--- src/rtl/lpw_pkg.sv ---
// Constants for the low-power mode and wake-up controller.
// Assumes a 100 MHz system clock and a software port with one-cycle reads.
package lpw_pkg;

   localparam int CLK_MHZ = 100;

   // Wake latencies, in nanoseconds, and their longest cycle counts
   localparam int STOP_WAKE_NS    = 3500;
   localparam int STOP_WAKE_CYC   = STOP_WAKE_NS * CLK_MHZ / 1000;
   localparam int STBY_WAKE_NS    = 60000;
   localparam int STBY_WAKE_CYC   = STBY_WAKE_NS * CLK_MHZ / 1000;

   // Option-byte load duration in cycles
   localparam int OPT_LOAD_CYC    = 16;

   // Register offsets
   localparam logic [3:0] REG_CTRL    = 4'h0;
   localparam logic [3:0] REG_RISE    = 4'h1;
   localparam logic [3:0] REG_FALL    = 4'h2;
   localparam logic [3:0] REG_MASK    = 4'h3;
   localparam logic [3:0] REG_PEND    = 4'h4;
   localparam logic [3:0] REG_STATUS  = 4'h5;
   localparam logic [3:0] REG_CSR     = 4'h6;
   localparam logic [3:0] REG_OPT     = 4'h7;

   // Control register fields
   localparam int CTRL_DEEP       = 0;
   localparam int CTRL_STBY       = 1;
   localparam int CTRL_KEEP_CAL   = 2;
   localparam int CTRL_REF_OFF    = 3;
   localparam int CTRL_RANGE_LSB  = 4;
   localparam int CTRL_FREQ_LSB   = 8;

   // Reset values
   localparam logic [31:0] CTRL_RST  = 32'h0000_0010;
   localparam logic [31:0] RISE_RST  = 32'h0000_0000;
   localparam logic [31:0] FALL_RST  = 32'h0000_0000;
   localparam logic [31:0] MASK_RST  = 32'h0000_0000;

   // Brown-out threshold codes, 1.8 V up to 3 V
   localparam logic [2:0] BOR_LEVELS = 3'h5;
   localparam logic [2:0] BOR_OFF    = 3'h7;

   // Voltage range codes and frequency limits in 100 kHz units
   localparam logic [1:0] RANGE1 = 2'h1;
   localparam logic [1:0] RANGE2 = 2'h2;
   localparam logic [1:0] RANGE3 = 2'h3;
   localparam logic [8:0] F_32M   = 9'h140;
   localparam logic [8:0] F_16M   = 9'h0A0;
   localparam logic [8:0] F_8M    = 9'h050;
   localparam logic [8:0] F_4M2   = 9'h02A;

   typedef enum logic [2:0] {
      ST_POR,
      ST_OPTLOAD,
      ST_RUN,
      ST_STOP,
      ST_STBY,
      ST_WAKE
   } lpw_state_t;

endpackage

--- src/rtl/lpw_ctrl.sv ---
// Low-power mode sequencer with wake-up edge detection and supply reset hold.
// Assumes a software port with one-cycle read latency and wake sources that may be asynchronous.
//
// Design decisions made here: the address map and strobed register access.
`timescale 1ns/100ps
`default_nettype none
//////////////////////////////////////////////////////////////////////////////////////////
module lpw_ctrl
   import lpw_pkg::*;
#(
   parameter int  NLINES   = 16,
   parameter int  STBY_CYC = STBY_WAKE_CYC
) (
   input  wire logic              clock,
   input  wire logic              rst,
   input  wire logic [3:0]        addr,
   input  wire logic [31:0]       wdata,
   input  wire logic              wr,
   input  wire logic              rd,
   output logic      [31:0]       rdata,
   input  wire logic [NLINES-1:0] ext_event_lines,
   input  wire logic [2:0]        wake_pin,
   input  wire logic              reset_pin,
   input  wire logic              independent_watchdog,
   input  wire logic [4:0]        cal_events,
   input  wire logic              deep_sleep_req,
   input  wire logic              periph_fast_osc_req,
   input  wire logic              por_above,
   input  wire logic [4:0]        bor_level_ok,
   input  wire logic [2:0]        opt_bor_level,
   output logic                   core_rst_ff,
   output logic                   core_clk_en_ff,
   output logic                   core_pwr_en_ff,
   output logic                   regulator_lp_ff,
   output logic                   pll_en_ff,
   output logic                   fast_rc_osc_en_ff,
   output logic                   fast_crystal_osc_en_ff,
   output logic                   multispeed_rc_osc_en_ff,
   output logic                   slow_osc_en_ff,
   output logic                   internal_ref_voltage_en_ff,
   output logic                   flash_dma_en_ff,
   output logic                   flash_wait_states_ff,
   output logic                   freq_error_ff,
   output logic                   wake_done_ff
);
   import lpw_pkg::*;

   localparam int NS = NLINES + 9;
   // Wake counts are shortened by the cycles spent in the synchroniser, edge detect,
   // option reload and output flops, so the core clock returns inside the latency limit
   localparam int STOP_LOAD = STOP_WAKE_CYC - 5;
   localparam int STBY_LOAD = (STBY_CYC > OPT_LOAD_CYC + 7) ? STBY_CYC - OPT_LOAD_CYC - 7 : 0;

   //////////////////////////////////////////////////////////////////////////////////////////
   // Synchronised inputs
   logic [NS-1:0] raw;
   logic [NS-1:0] sync;
   logic [NS-1:0] prev_ff;
   assign raw = {cal_events, independent_watchdog, wake_pin, ext_event_lines};

   lpw_sync #(.W(NS)) u_sync (
      .clock (clock),
      .rst   (rst),
      .din   (raw),
      .dout  (sync)
   );

   always_ff @(posedge clock or posedge rst) begin
      if (rst) prev_ff <= '0;
      else prev_ff <= sync;
   end

   //////////////////////////////////////////////////////////////////////////////////////////
   // Registers
   logic [31:0]       ctrl_ff;
   logic [NLINES-1:0] rise_ff;
   logic [NLINES-1:0] fall_ff;
   logic [NLINES-1:0] mask_ff;
   logic [NLINES-1:0] pend_ff;
   logic [3:0]        csr_ff;
   logic [2:0]        bor_sel_ff;
   lpw_state_t        state_ff;
   logic [15:0]       cnt_ff;
   logic              stby_ff;

   function automatic logic hit(input logic [3:0] a, input logic [3:0] off, input logic s);
      hit = s && (a == off);
   endfunction

   // Control survives standby because it sits in the always-on domain here
   always_ff @(posedge clock or posedge rst) begin
      if (rst) ctrl_ff <= CTRL_RST;
      else if (hit(addr, REG_CTRL, wr)) ctrl_ff <= wdata;
   end

   always_ff @(posedge clock or posedge rst) begin
      if (rst) begin
         rise_ff <= RISE_RST[NLINES-1:0];
         fall_ff <= FALL_RST[NLINES-1:0];
         mask_ff <= MASK_RST[NLINES-1:0];
      end else if (stby_ff) begin
         // Core-domain settings are lost in Standby
         rise_ff <= RISE_RST[NLINES-1:0];
         fall_ff <= FALL_RST[NLINES-1:0];
         mask_ff <= MASK_RST[NLINES-1:0];
      end else begin
         if (hit(addr, REG_RISE, wr)) rise_ff <= wdata[NLINES-1:0];
         if (hit(addr, REG_FALL, wr)) fall_ff <= wdata[NLINES-1:0];
         if (hit(addr, REG_MASK, wr)) mask_ff <= wdata[NLINES-1:0];
      end
   end

   //////////////////////////////////////////////////////////////////////////////////////////
   // Edge detection and pending flags
   logic [NLINES-1:0] line_ev;
   genvar g;
   generate
      for (g = 0; g < NLINES; g++) begin : g_edge
         assign line_ev[g] = mask_ff[g] &
            ((rise_ff[g] & sync[g] & ~prev_ff[g]) | (fall_ff[g] & ~sync[g] & prev_ff[g]));
      end
   endgenerate

   // Set wins over a write-one-to-clear in the same cycle
   always_ff @(posedge clock or posedge rst) begin
      if (rst) begin
         pend_ff <= '0;
      end else if (stby_ff) begin
         // Flags live in the core domain, so Standby drops them like the edge settings
         pend_ff <= '0;
      end else begin
         pend_ff <= (pend_ff & ~(hit(addr, REG_PEND, wr) ? wdata[NLINES-1:0] : '0)) | line_ev;
      end
   end

   logic [2:0] pin_rise;
   logic       wdg_ev;
   logic       cal_ev;
   logic       stop_wake;
   logic       stby_wake;
   assign pin_rise  = sync[NLINES+2:NLINES] & ~prev_ff[NLINES+2:NLINES];
   assign wdg_ev    = sync[NLINES+3];
   assign cal_ev    = |sync[NS-1:NLINES+4];
   assign stop_wake = |line_ev;
   // Without the calendar only pins and the reset pin wake standby
   assign stby_wake = (|pin_rise) | (ctrl_ff[CTRL_KEEP_CAL] & (wdg_ev | cal_ev));

   //////////////////////////////////////////////////////////////////////////////////////////
   // Supply supervisor: brown-out level and reset hold
   // One ok bit per threshold; codes 5 and 6 match none and keep the device in reset
   logic supply_ok;
   assign supply_ok = por_above &&
      (bor_sel_ff == BOR_OFF || (bor_sel_ff < BOR_LEVELS && bor_level_ok[bor_sel_ff]));

   //////////////////////////////////////////////////////////////////////////////////////////
   // Mode sequencer
   always_ff @(posedge clock or posedge rst) begin
      if (rst) begin
         state_ff   <= ST_POR;
         cnt_ff     <= '0;
         bor_sel_ff <= 3'h0;
         stby_ff    <= 1'b0;
      end else if (!supply_ok || !reset_pin) begin
         state_ff <= ST_POR;
         cnt_ff   <= '0;
         stby_ff  <= 1'b0;
      end else begin
         case (state_ff)
            ST_POR: begin
               state_ff <= ST_OPTLOAD;
               cnt_ff   <= 16'(OPT_LOAD_CYC);
            end
            ST_OPTLOAD: begin
               if (cnt_ff == 16'h0000) begin
                  bor_sel_ff <= opt_bor_level;
                  state_ff   <= ST_RUN;
               end else cnt_ff <= cnt_ff - 16'h0001;
            end
            ST_RUN: begin
               if (deep_sleep_req && ctrl_ff[CTRL_DEEP]) begin
                  if (ctrl_ff[CTRL_STBY]) begin
                     state_ff <= ST_STBY;
                     stby_ff  <= 1'b1;
                  end else state_ff <= ST_STOP;
               end
            end
            ST_STOP: begin
               if (stop_wake) begin
                  state_ff <= ST_WAKE;
                  cnt_ff   <= 16'(STOP_LOAD);
               end
            end
            ST_STBY: begin
               if (stby_wake) begin
                  state_ff <= ST_WAKE;
                  cnt_ff   <= 16'(STBY_LOAD);
               end
            end
            ST_WAKE: begin
               // Stays short of the latency limit; a later source is absorbed here
               if (cnt_ff == 16'h0000) begin
                  state_ff <= stby_ff ? ST_POR : ST_RUN;
                  stby_ff  <= 1'b0;
               end else cnt_ff <= cnt_ff - 16'h0001;
            end
            default: state_ff <= ST_POR;
         endcase
      end
   end

   //////////////////////////////////////////////////////////////////////////////////////////
   // Power and clock gating outputs
   logic in_stop;
   logic in_stby;
   logic run;
   assign in_stop = state_ff == ST_STOP;
   assign in_stby = stby_ff;
   assign run     = state_ff == ST_RUN;

   always_ff @(posedge clock or posedge rst) begin
      if (rst) begin
         core_rst_ff                <= 1'b1;
         core_clk_en_ff             <= 1'b0;
         core_pwr_en_ff             <= 1'b1;
         regulator_lp_ff            <= 1'b0;
         pll_en_ff                  <= 1'b0;
         fast_rc_osc_en_ff          <= 1'b0;
         fast_crystal_osc_en_ff     <= 1'b0;
         multispeed_rc_osc_en_ff    <= 1'b0;
         slow_osc_en_ff             <= 1'b1;
         internal_ref_voltage_en_ff <= 1'b1;
         flash_dma_en_ff            <= 1'b0;
      end else begin
         core_rst_ff             <= state_ff == ST_POR || state_ff == ST_OPTLOAD;
         core_clk_en_ff          <= run;
         core_pwr_en_ff          <= !in_stby;
         regulator_lp_ff         <= in_stop;
         pll_en_ff               <= run;
         fast_rc_osc_en_ff       <= run || (in_stop && periph_fast_osc_req);
         fast_crystal_osc_en_ff  <= run;
         multispeed_rc_osc_en_ff <= !(in_stop || in_stby);
         // Slow oscillator kept for calendar and watchdog, except calendar-less standby
         slow_osc_en_ff          <= !(in_stby && !ctrl_ff[CTRL_KEEP_CAL]);
         internal_ref_voltage_en_ff <= !(in_stop && ctrl_ff[CTRL_REF_OFF]) && !in_stby;
         flash_dma_en_ff         <= run;
      end
   end

   //////////////////////////////////////////////////////////////////////////////////////////
   // Voltage range check and flash wait states
   logic [1:0] rng;
   logic [8:0] freq;
   assign rng  = ctrl_ff[CTRL_RANGE_LSB +: 2];
   assign freq = ctrl_ff[CTRL_FREQ_LSB +: 9];

   always_ff @(posedge clock or posedge rst) begin
      if (rst) begin
         flash_wait_states_ff <= 1'b0;
         freq_error_ff        <= 1'b0;
      end else begin
         case (rng)
            RANGE1: begin
               flash_wait_states_ff <= freq > F_16M;
               freq_error_ff        <= freq > F_32M;
            end
            RANGE2: begin
               flash_wait_states_ff <= freq > F_8M;
               freq_error_ff        <= freq > F_16M;
            end
            RANGE3: begin
               flash_wait_states_ff <= 1'b0;
               freq_error_ff        <= freq > F_4M2;
            end
            default: begin
               flash_wait_states_ff <= 1'b1;
               freq_error_ff        <= 1'b1;
            end
         endcase
      end
   end

   // Clock-reset status: sticky causes of the last wake or reset
   always_ff @(posedge clock or posedge rst) begin
      if (rst) csr_ff <= 4'h0;
      else csr_ff <= (csr_ff & ~(hit(addr, REG_CSR, wr) ? wdata[3:0] : 4'h0)) |
                     {state_ff == ST_STBY && stby_wake, !reset_pin, wdg_ev, !supply_ok};
   end

   always_ff @(posedge clock or posedge rst) begin
      if (rst) wake_done_ff <= 1'b0;
      else wake_done_ff <= state_ff == ST_WAKE && cnt_ff == 16'h0000 && !stby_ff;
   end

   //////////////////////////////////////////////////////////////////////////////////////////
   // Read port
   always_ff @(posedge clock or posedge rst) begin
      if (rst) rdata <= 32'h0000_0000;
      else if (rd) begin
         case (addr)
            REG_CTRL:   rdata <= ctrl_ff;
            REG_RISE:   rdata <= 32'(rise_ff);
            REG_FALL:   rdata <= 32'(fall_ff);
            REG_MASK:   rdata <= 32'(mask_ff);
            REG_PEND:   rdata <= 32'(pend_ff);
            REG_STATUS: rdata <= {29'h0000_0000, state_ff};
            REG_CSR:    rdata <= {28'h000_0000, csr_ff};
            REG_OPT:    rdata <= {29'h0000_0000, bor_sel_ff};
            default:    rdata <= 32'h0000_0000;
         endcase
      end else rdata <= 32'h0000_0000;
   end
endmodule
`default_nettype wire

--- src/rtl/lpw_sync.sv ---
// Two-flop synchroniser bank for wake-up inputs.
// Assumes inputs may be asynchronous to the clock.
`timescale 1ns/100ps
`default_nettype none
module lpw_sync #(
   parameter int W = 8
) (
   input  wire logic         clock,
   input  wire logic         rst,
   input  wire logic [W-1:0] din,
   output logic      [W-1:0] dout
);
   logic [W-1:0] meta_ff;

   // First stage feeds only the second
   always_ff @(posedge clock or posedge rst) begin
      if (rst) begin
         meta_ff <= '0;
         dout    <= '0;
      end else begin
         meta_ff <= din;
         dout    <= meta_ff;
      end
   end
endmodule
`default_nettype wire

--- config.mk ---
export PLATFORM = sky130hd
export DESIGN_NAME = lpw_ctrl
export DESIGN_NICKNAME = d
export VERILOG_FILES = /design/src/rtl/lpw_pkg.sv /design/src/rtl/lpw_ctrl.sv /design/src/rtl/lpw_sync.sv
export SDC_FILE = /design/constraint.sdc
export NUM_CORES = 1
export LEC_CHECK = 0
export ABC_AREA = 1
export BUFFER_PORTS_ARGS = -buffer_cell sky130_fd_sc_hd__buf_2
export CAP_MARGIN = 20
export CORE_UTILIZATION = 30
export DETAILED_ROUTE_END_ITERATION = 16
export GPL_TIMING_DRIVEN = 0
export RECOVER_POWER = 50
export SETUP_SLACK_MARGIN = 0.1
export SLEW_MARGIN = 20
export SYNTH_ARGS = -nofsm -noshare
export SYNTH_HDL_FRONTEND = slang
export SYNTH_SLANG_ARGS = --single-unit
--- constraint.sdc ---
create_clock -name clock -period 23.5 [get_ports clock]
set_clock_uncertainty 0.15 [all_clocks]
set_input_delay 4.7 -clock clock [delete_from_list [all_inputs] [get_ports clock]]
set_output_delay 4.7 -clock clock [all_outputs]
set_load 0.02 [all_outputs]
==> results of run 1 <==
-- cells by family (layout without fill, tap and decap cells) --
family | after synthesis | count (layout) | synth area share
muxes | 2 | 2 | 0.00229
and+or+nand+nor | 400 | 400 | 0.177
adders and majority gates | 1 | 1 | 0.00127
buffers and inverters | 197 | 369 | 0.0829
xor gates and xnor gates | 5 | 5 | 0.00445
AOI/OAI and AO/OA | 227 | 227 | 0.134
DFF | 235 | 235 | 0.598
-- cell usage after synthesis, drive strengths merged, types with 2 or more instances --
| cell | count | area, um^2 |
|---|---|---|
| a211oi | 3 | 22.5 |
| nand4 | 10 | 77.6 |
| nand3b | 2 | 15.0 |
| nor3 | 13 | 86.3 |
| clkbuf | 20 | 75.1 |
| nor2 | 113 | 449 |
| o2111ai | 2 | 17.5 |
| o211ai | 2 | 15.0 |
| or2 | 3 | 18.8 |
| o21ai | 130 | 711 |
| buf | 19 | 145 |
| mux2 | 2 | 22.5 |
| xor2 | 4 | 35.0 |
| inv | 157 | 592 |
| a31oi | 4 | 25.0 |
| dfstp | 5 | 131 |
| nor4 | 2 | 12.5 |
| nand3 | 35 | 180 |
| nand2 | 221 | 896 |
| dfrtp | 230 | 5760 |
| a21oi | 43 | 215 |
| o22ai | 28 | 175 |
| a311oi | 10 | 87.6 |
-- how the worst max path moves through the flow --
stage | startpoint | endpoint | slack [ps] | cells after the start
after detailed placement | addr[0] | rdata[5]$_DFF_PP0_ | 16860 | 8
after global placement | rst | ctrl_ff[24]$_DFFE_PP0P_ | 9490 | 2
after global routing | rst | ctrl_ff[24]$_DFFE_PP0P_ | 11540 | 3
final | rst | cnt_ff[2]$_DFFE_PP0P_ | 12820 | 3
after CTS | internal_ref_voltage_en_ff$_DFF_PP1_ | internal_ref_voltage_en_ff | 17400 | 1
after floorplan | rst | bor_sel_ff[0]$_DFFE_PP0P_ | 12210 | 1
-- final cells by class --
| type | count | area (um^2) |
|---|---|---|
| flip-flops and latches | 235 | 5890 |
| repair buffers | 124 | 618 |
| clock buffers | 33 | 728 |
| well taps | 435 | 544 |
| inverters | 158 | 597 |
| clock inverters | 15 | 245 |
| fillers | 3246 | 19900 |
| multi-input cells | 635 | 3120 |
| plain buffers | 39 | 216 |
-- state kept, by name, summed over array words and instances (netlist names), 3 cells and up --
register / flops
ctrl_ff: 32
rdata: 32
u_sync.dout: 25
u_sync.meta_ff: 25
prev_ff: 19
cnt_ff: 16
fall_ff: 16
mask_ff: 16
pend_ff: 16
rise_ff: 16
csr_ff: 4
bor_sel_ff: 3
state_ff: 3
-- through the flow --
stage	power, W	instance area [um^2]	hold WS [ps]	cells	util
3_5_place_dp	0.000796	11100	185	1626	0.347
4_1_cts	0.00126	12000	199	1674	0.377
3_3_place_gp	0.000788	11000	184	1624	0.345
5_1_grt	0.00132	12000	203	1674	0.375
2_1_floorplan	0.000709	9840	181	1067	-
6_report	0.00125	12000	197	1674	0.375
-- power breakdown --
group          switching [W]  leakage (nW)  internal [W]  total (W)
logic               0.000173          2.59     0.0000857   0.000259
registers          0.0000436          2.89      0.000487   0.000531
clock network       0.000170         0.459      0.000286   0.000456
total               0.000387          5.94      0.000858    0.00125
-- layer usage --
layer,routed length (um),share of wire,track usage
met5,35,0.0013,0
met4,944,0.036,0.0610
met3,1660,0.063,0.0272
met2,12000,0.45,0.255
met1,11800,0.45,0.222
-- critical path: stages --
cell	delay (ps)
buf_2	100
clkinvlp_2	1310
clkbuf_1	3650
-- cells in the final DEF, fill, tap and decap left out, types with 5 or more instances in the layout --
cell type and n:
o22ai_1 28, inv_1 144, nand2_2 17, dfstp_2 5, nand3_1 34, bufinv_16 6
o21ai_2 16, nor3_1 11, nor2_1 110, inv_2 11, clkbuf_16 27, a311oi_1 10
o21ai_1 10, clkbuf_1 27, dfrtp_1 230, nand2_1 202, clkinvlp_4 5, a21oi_1 43
o21ai_0 104, nand4_1 9, buf_2 131
==> results.py, run 1 <==
metrics = {
    "status": {
        "status": "finished with violations",
        "violations": "max-capacitance violations, max-slew violations",
    },
    "synth": {
        "synth_edf_count": 0,
        "syn_nets": 1145,
        "synth.distinct_cells": 49,
        "synth_seq_cells": 235,
        "synth-seq-area-share": 0.598,
        "syn_area_um2": 9840,
        "synth_ff_type": "dfrtp_1",
        "async_reset_ff_frac": 1.00,
        "netlist_instances": 1067,
        "syn_avg_cell_area_um2": 9.22,
        "yosys_warnings": 0,
    },
    "clock_network": {
        "clk_path_buf_depth": 3,
        "cts_root_buf": "clkbuf_16",
        "clkLatencyLatePin_ps": 540,
        "cts_tree": "built",
        "cts_buffers": 26,
        "cts_resized": 0,
        "clock_sinks": 235,
        "cts.clk_slew.worst_paths_ps": 60,
        "ctsHoldBuffers": 0,
        "post-cts-setup-buffers": 0,
        "cts_max_level": 1,
    },
    "power_and_ir_drop": {
        "p_per_area_nw_per_um2": 104,
        "peakVddDrop_mv": 0.0553,
        "power.leakage_nw": 5.94,
    },
    "timing": {
        "hold_violations": 0,
        "min_period_over_period": 0.454,
        "setup_tns_ps": 0,
        "setup-violations-final": 0,
        "final_max_slew_viol_count": 240,
        "rsz0062_at_grt": "no",
        "worstMarginPinSlew_ps": 5140,
        "period_minus_slack_ps": 10680,
        "clock.fmax_mhz": 93.6,
        "fin_ws_ps": 12820,
        "relSlewSlack": -2.43,
    },
    "floorplanning": {
        "num_rows": 65,
        "dieArea_um2": 33500,
        "die_h_um": 183,
        "start_util": 0.309,
        "core_um2": 31900,
        "io_pins": 123,
        "die_w_um": 183,
    },
    "setup_path": {
        "cp_data_arrival_time_ps": 9930,
        "reg2regPathDepth": 11,
        "worstSetupPathType": "primary input to asynchronous set/reset pin",
        "ff2ff_setup_slack_ps": 20700,
        "r2r-end": "cnt_ff[15]$_DFFE_PP0P_",
        "worstPathMaxFanout": 95,
        "reg2reg_from": "state_ff[1]$_DFFE_PP0P_",
        "setup.worst_path.start_class": "primary input",
        "worstPathRequired_ps": 22750,
        "crit_path_end_kind": "asynchronous set/reset pin",
    },
    "drt": {
        "drcViolationCount": 0,
        "routed_wl_um": 26400,
        "firstDrtPassIters": 5,
        "post_drt_wl_per_cell_um": 15.7,
        "vias_per_cell": 4.64,
        "ant_nets": 0,
        "vias": 7765,
        "drt-initial-drc-count": 569,
    },
    "worst_hold_path": {
        "min_from": "u_sync.meta_ff[8]$_DFF_PP0_",
        "min_to": "u_sync.dout[8]$_DFF_PP0_",
        "min_path_cells": 0,
        "worstHoldPathType": "flop to flop",
    },
    "place": {
        "dp_hpwl_um": 18600,
        "place.gp.congestion": 0.869,
        "pre_cts_slack_ps": 16860,
        "io_buffer_count": 122,
    },
    "grt": {
        "grt_pass1_vias": 7645,
        "grt_pass1_wl_um": 42300,
        "grt_overflow_total": 0,
        "grt_max_degree": 96,
        "antenna_found_initial": 3,
        "grt_usage": 0.161,
    },
    "finish": {
        "area_growth_pct": 21.6,
        "finalNetCount": 1297,
        "layout-drive-gt1-share": 0.202,
        "antennaDiodeCount": 0,
    },
    "run": {
        "maxCapViolCount": 3,
    },
}
No activity file was read; power rests on OpenSTA's default activity.
==> run 2, diff against run 1 <==
ABC_AREA = 0   (was 1)
clock period = 9.8 ns   (was 23.5 ns; I/O delays follow)
==> run 2 against run 1 <==
The run still ends with max-capacitance violations, max-slew violations left. Clock power grew 110%. Flip-flop and latch count is the same. Cell count shrank 13%. Core utilization shrank 0.64 points. Worst setup slack lost 6900 ps. Global-route usage grew 0.21 points. Power grew 110%. Critical path depth grew 6. Critical path type is now primary input to flop. Highest routed layer is now met4.
==> results.py, run 2 <==
metrics = {
    "status": {
        "status": "finished with violations",
        "violations": "max-capacitance violations, max-slew violations",
    },
    "floorplanning": {
        "io_pins": 123,
        "start_util": 0.305,
        "num_rows": 65,
        "die_h_um": 181,
        "die_w_um": 181,
        "dieArea_um2": 32900,
        "core_um2": 31600,
    },
    "clock_network": {
        "cts.clk_slew.worst_paths_ps": 60,
        "clkLatencyLatePin_ps": 540,
        "post-cts-setup-buffers": 0,
        "cts_buffers": 27,
        "ctsHoldBuffers": 0,
        "cts_root_buf": "clkbuf_16",
        "clk_path_buf_depth": 3,
        "cts_resized": 0,
        "cts_tree": "built",
        "cts_max_level": 1,
        "clock_sinks": 235,
    },
    "drt": {
        "vias_per_cell": 5.06,
        "wirelength_met1_um": 11700,
        "post_drt_wl_per_cell_um": 18.3,
        "met2_length_um": 12400,
        "vias": 7349,
        "wl_met3_um": 1640,
        "maxUsedRoutingLayer": "met4",
        "drcViolationCount": 0,
        "routed_wl_um": 26500,
        "ant_nets": 0,
        "firstDrtPassIters": 6,
        "drt-initial-drc-count": 459,
    },
    "setup_path": {
        "crit_path_end_kind": "flop",
        "worstPathRequired_ps": 10040,
        "worstSetupPathType": "primary input to flop",
        "worstPathMaxFanout": 10,
        "cp_data_arrival_time_ps": 4160,
        "setup.worst_path.start_class": "primary input",
    },
    "finish": {
        "final_area_um2": 11700,
        "finalNetCount": 1107,
        "multiInputGateArea_um2": 3490,
        "area_growth_pct": 20.7,
        "layout-drive-gt1-share": 0.230,
        "seq_area_um2": 5890,
        "fillers": 3112,
        "top_regs": "ctrl_ff: 32 flops, rdata: 32 flops",
        "layout_commonest_cell": "dfrtp_1",
        "final_core_util": 0.369,
        "final_cell_mix": "230 x dfrtp_1, 167 x nand2_1, 126 x buf_2, 80 x a21oi_1, 59 x nor2_1",
    },
    "synth": {
        "yosys_warnings": 0,
        "async_reset_ff_frac": 1.00,
        "synth_top_cell_by_area": "dfrtp_1",
        "synth_common_cells": "230 x dfrtp_1, 167 x nand2_1, 80 x a21oi_1",
        "synth_edf_count": 0,
        "synth.distinct_cells": 72,
        "syn_avg_cell_area_um2": 11.0,
        "syn_nets": 954,
        "synth_ff_type": "dfrtp_1",
        "yosysTopAreaCellShare": 0.596,
        "syn_area_um2": 9660,
        "netlist_instances": 876,
        "ys_top_cells_by_area": "dfrtp_1 60%, nand2_1 6.5%, mux2_2 4.5%",
        "synth-seq-area-share": 0.609,
        "yosysMostFrequentCell": "dfrtp_1",
        "synth_seq_cells": 235,
    },
    "timing": {
        "holdWs_ps": 193,
        "min_period_over_period": 0.400,
        "period_minus_slack_ps": 3920,
        "hold_violations": 0,
        "rsz0062_at_grt": "no",
        "final_max_slew_viol_count": 48,
        "setup-violations-final": 0,
        "clock.fmax_mhz": 255,
        "relSlewSlack": -0.578,
        "worstMarginPinSlew_ps": 2350,
    },
    "place": {
        "dpl-instance-area_um2": 10800,
        "io_buffer_count": 122,
        "place.gp.congestion": 0.824,
        "dp_hpwl_um": 18200,
    },
    "grt": {
        "grt_max_degree": 105,
        "grt_pass1_wl_um": 41800,
        "grt_overflow_total": 0,
        "antenna_found_initial": 2,
        "grt_pass1_vias": 7298,
        "grt_usage": 0.163,
    },
    "power_and_ir_drop": {
        "power_w": 0.00256,
        "power.leakage_nw": 5.32,
        "peakVddDrop_mv": 0.119,
        "p_per_area_nw_per_um2": 220,
    },
    "run": {
        "maxCapViolCount": 1,
    },
    "worst_hold_path": {
        "worstHoldPathType": "flop to flop",
    },
}
## run 2: changes by cell type in the layout (fill, tap and decap cells not counted), moves of 15 or more
cell,before,now
inv_1,144,10
o21ai_0,104,31
nor2_1,110,59
a21oi_1,43,80
mux2_2,2,39
nand2_1,202,167
nand3_1,34,6
o22ai_1,28,1
nand4b_1,0,24
and2_1,0,19
nand2_2,17,1
mux2i_1,0,15
o21ai_2,16,1
## run 2: path summary, 6_finish.rpt
check / startpoint / to / slack (ps) / depth (start not counted)
setup / recovery: addr[3] / pend_ff[7]$_DFF_PP0_ / 5880 / 9
hold / removal: u_sync.meta_ff[16]$_DFF_PP0_ / u_sync.dout[16]$_DFF_PP0_ / 190 / 0
setup reg to reg: cnt_ff[0]$_DFFE_PP0P_ / state_ff[1]$_DFFE_PP0P_ / 6810 / 9
hold reg to reg: u_sync.meta_ff[16]$_DFF_PP0_ / u_sync.dout[16]$_DFF_PP0_ / 190 / 0
max in group asynchronous: rst / core_rst_ff$_DFF_PP1_ / 6310 / 3
min in group asynchronous: rst / rdata[8]$_DFF_PP0_ / 1920 / 2
## run 2: logic make-up (layout without fill, tap and decap cells)
logic type | after synthesis | in the layout | synth area share
AND/OR/NAND/NOR | 346 | 346 | 0.177
flip-flops | 235 | 235 | 0.609
XOR/XNOR | 1 | 1 | 0.000907
multiplexers | 58 | 58 | 0.0688
AO/OA/AOI/OAI | 177 | 177 | 0.115
buffers and inverters | 58 | 230 | 0.0282
adder cells (fa/ha/maj) | 1 | 1 | 0.00129
other | 0 | 2 | 0
## run 2: worst max-delay path: stages
cell,delay (ps)
buf_2,160
nor3b_1,470
nor2b_1,330
and2_1,160
clkbuf_1,340
buf_2,390
nand2_1,120
a21oi_1,170
nor2_1,60
## run 2: metal layers
| layer | up-vias | GRT usage |
|---|---|---|
| met3 | 57 | 0.0309 |
| met2 | 262 | 0.261 |
| li1 | 3392 | - |
| met4 | 0 | 0.0586 |
| met5 | - | 0 |
| met1 | 3638 | 0.221 |
## run 2: cell type report
type,instances,area share
multi-input cells,583,0.299
flip-flops and latches,235,0.505
repair buffers,124,0.0571
plain buffers,47,0.0195
well taps,402,0.0431
clock buffers,36,0.0643
inverters,11,0.00365
diodes,2,0.000429
clock inverters,12,0.00826
## run 2: through the flow
stage                     setup TNS, ps  cells  setup slack (ps)
final                                 0   1452              5880
after global routing                  0   1450              5740
after CTS                             0   1450              5950
after detailed placement              0   1402              5400
after global placement          -353840   1400             -1550
after floorplan                       0    876              1250
## run 2: power breakdown
| group | total (W) | leakage (nW) | switching (W) | internal, W |
|---|---|---|---|---|
| registers | 0.00122 | 2.91 | 0.000111 | 0.00111 |
| logic | 0.000388 | 1.99 | 0.000215 | 0.000173 |
| clock network | 0.000955 | 0.426 | 0.000393 | 0.000562 |
| total | 0.00256 | 5.32 | 0.000719 | 0.00184 |
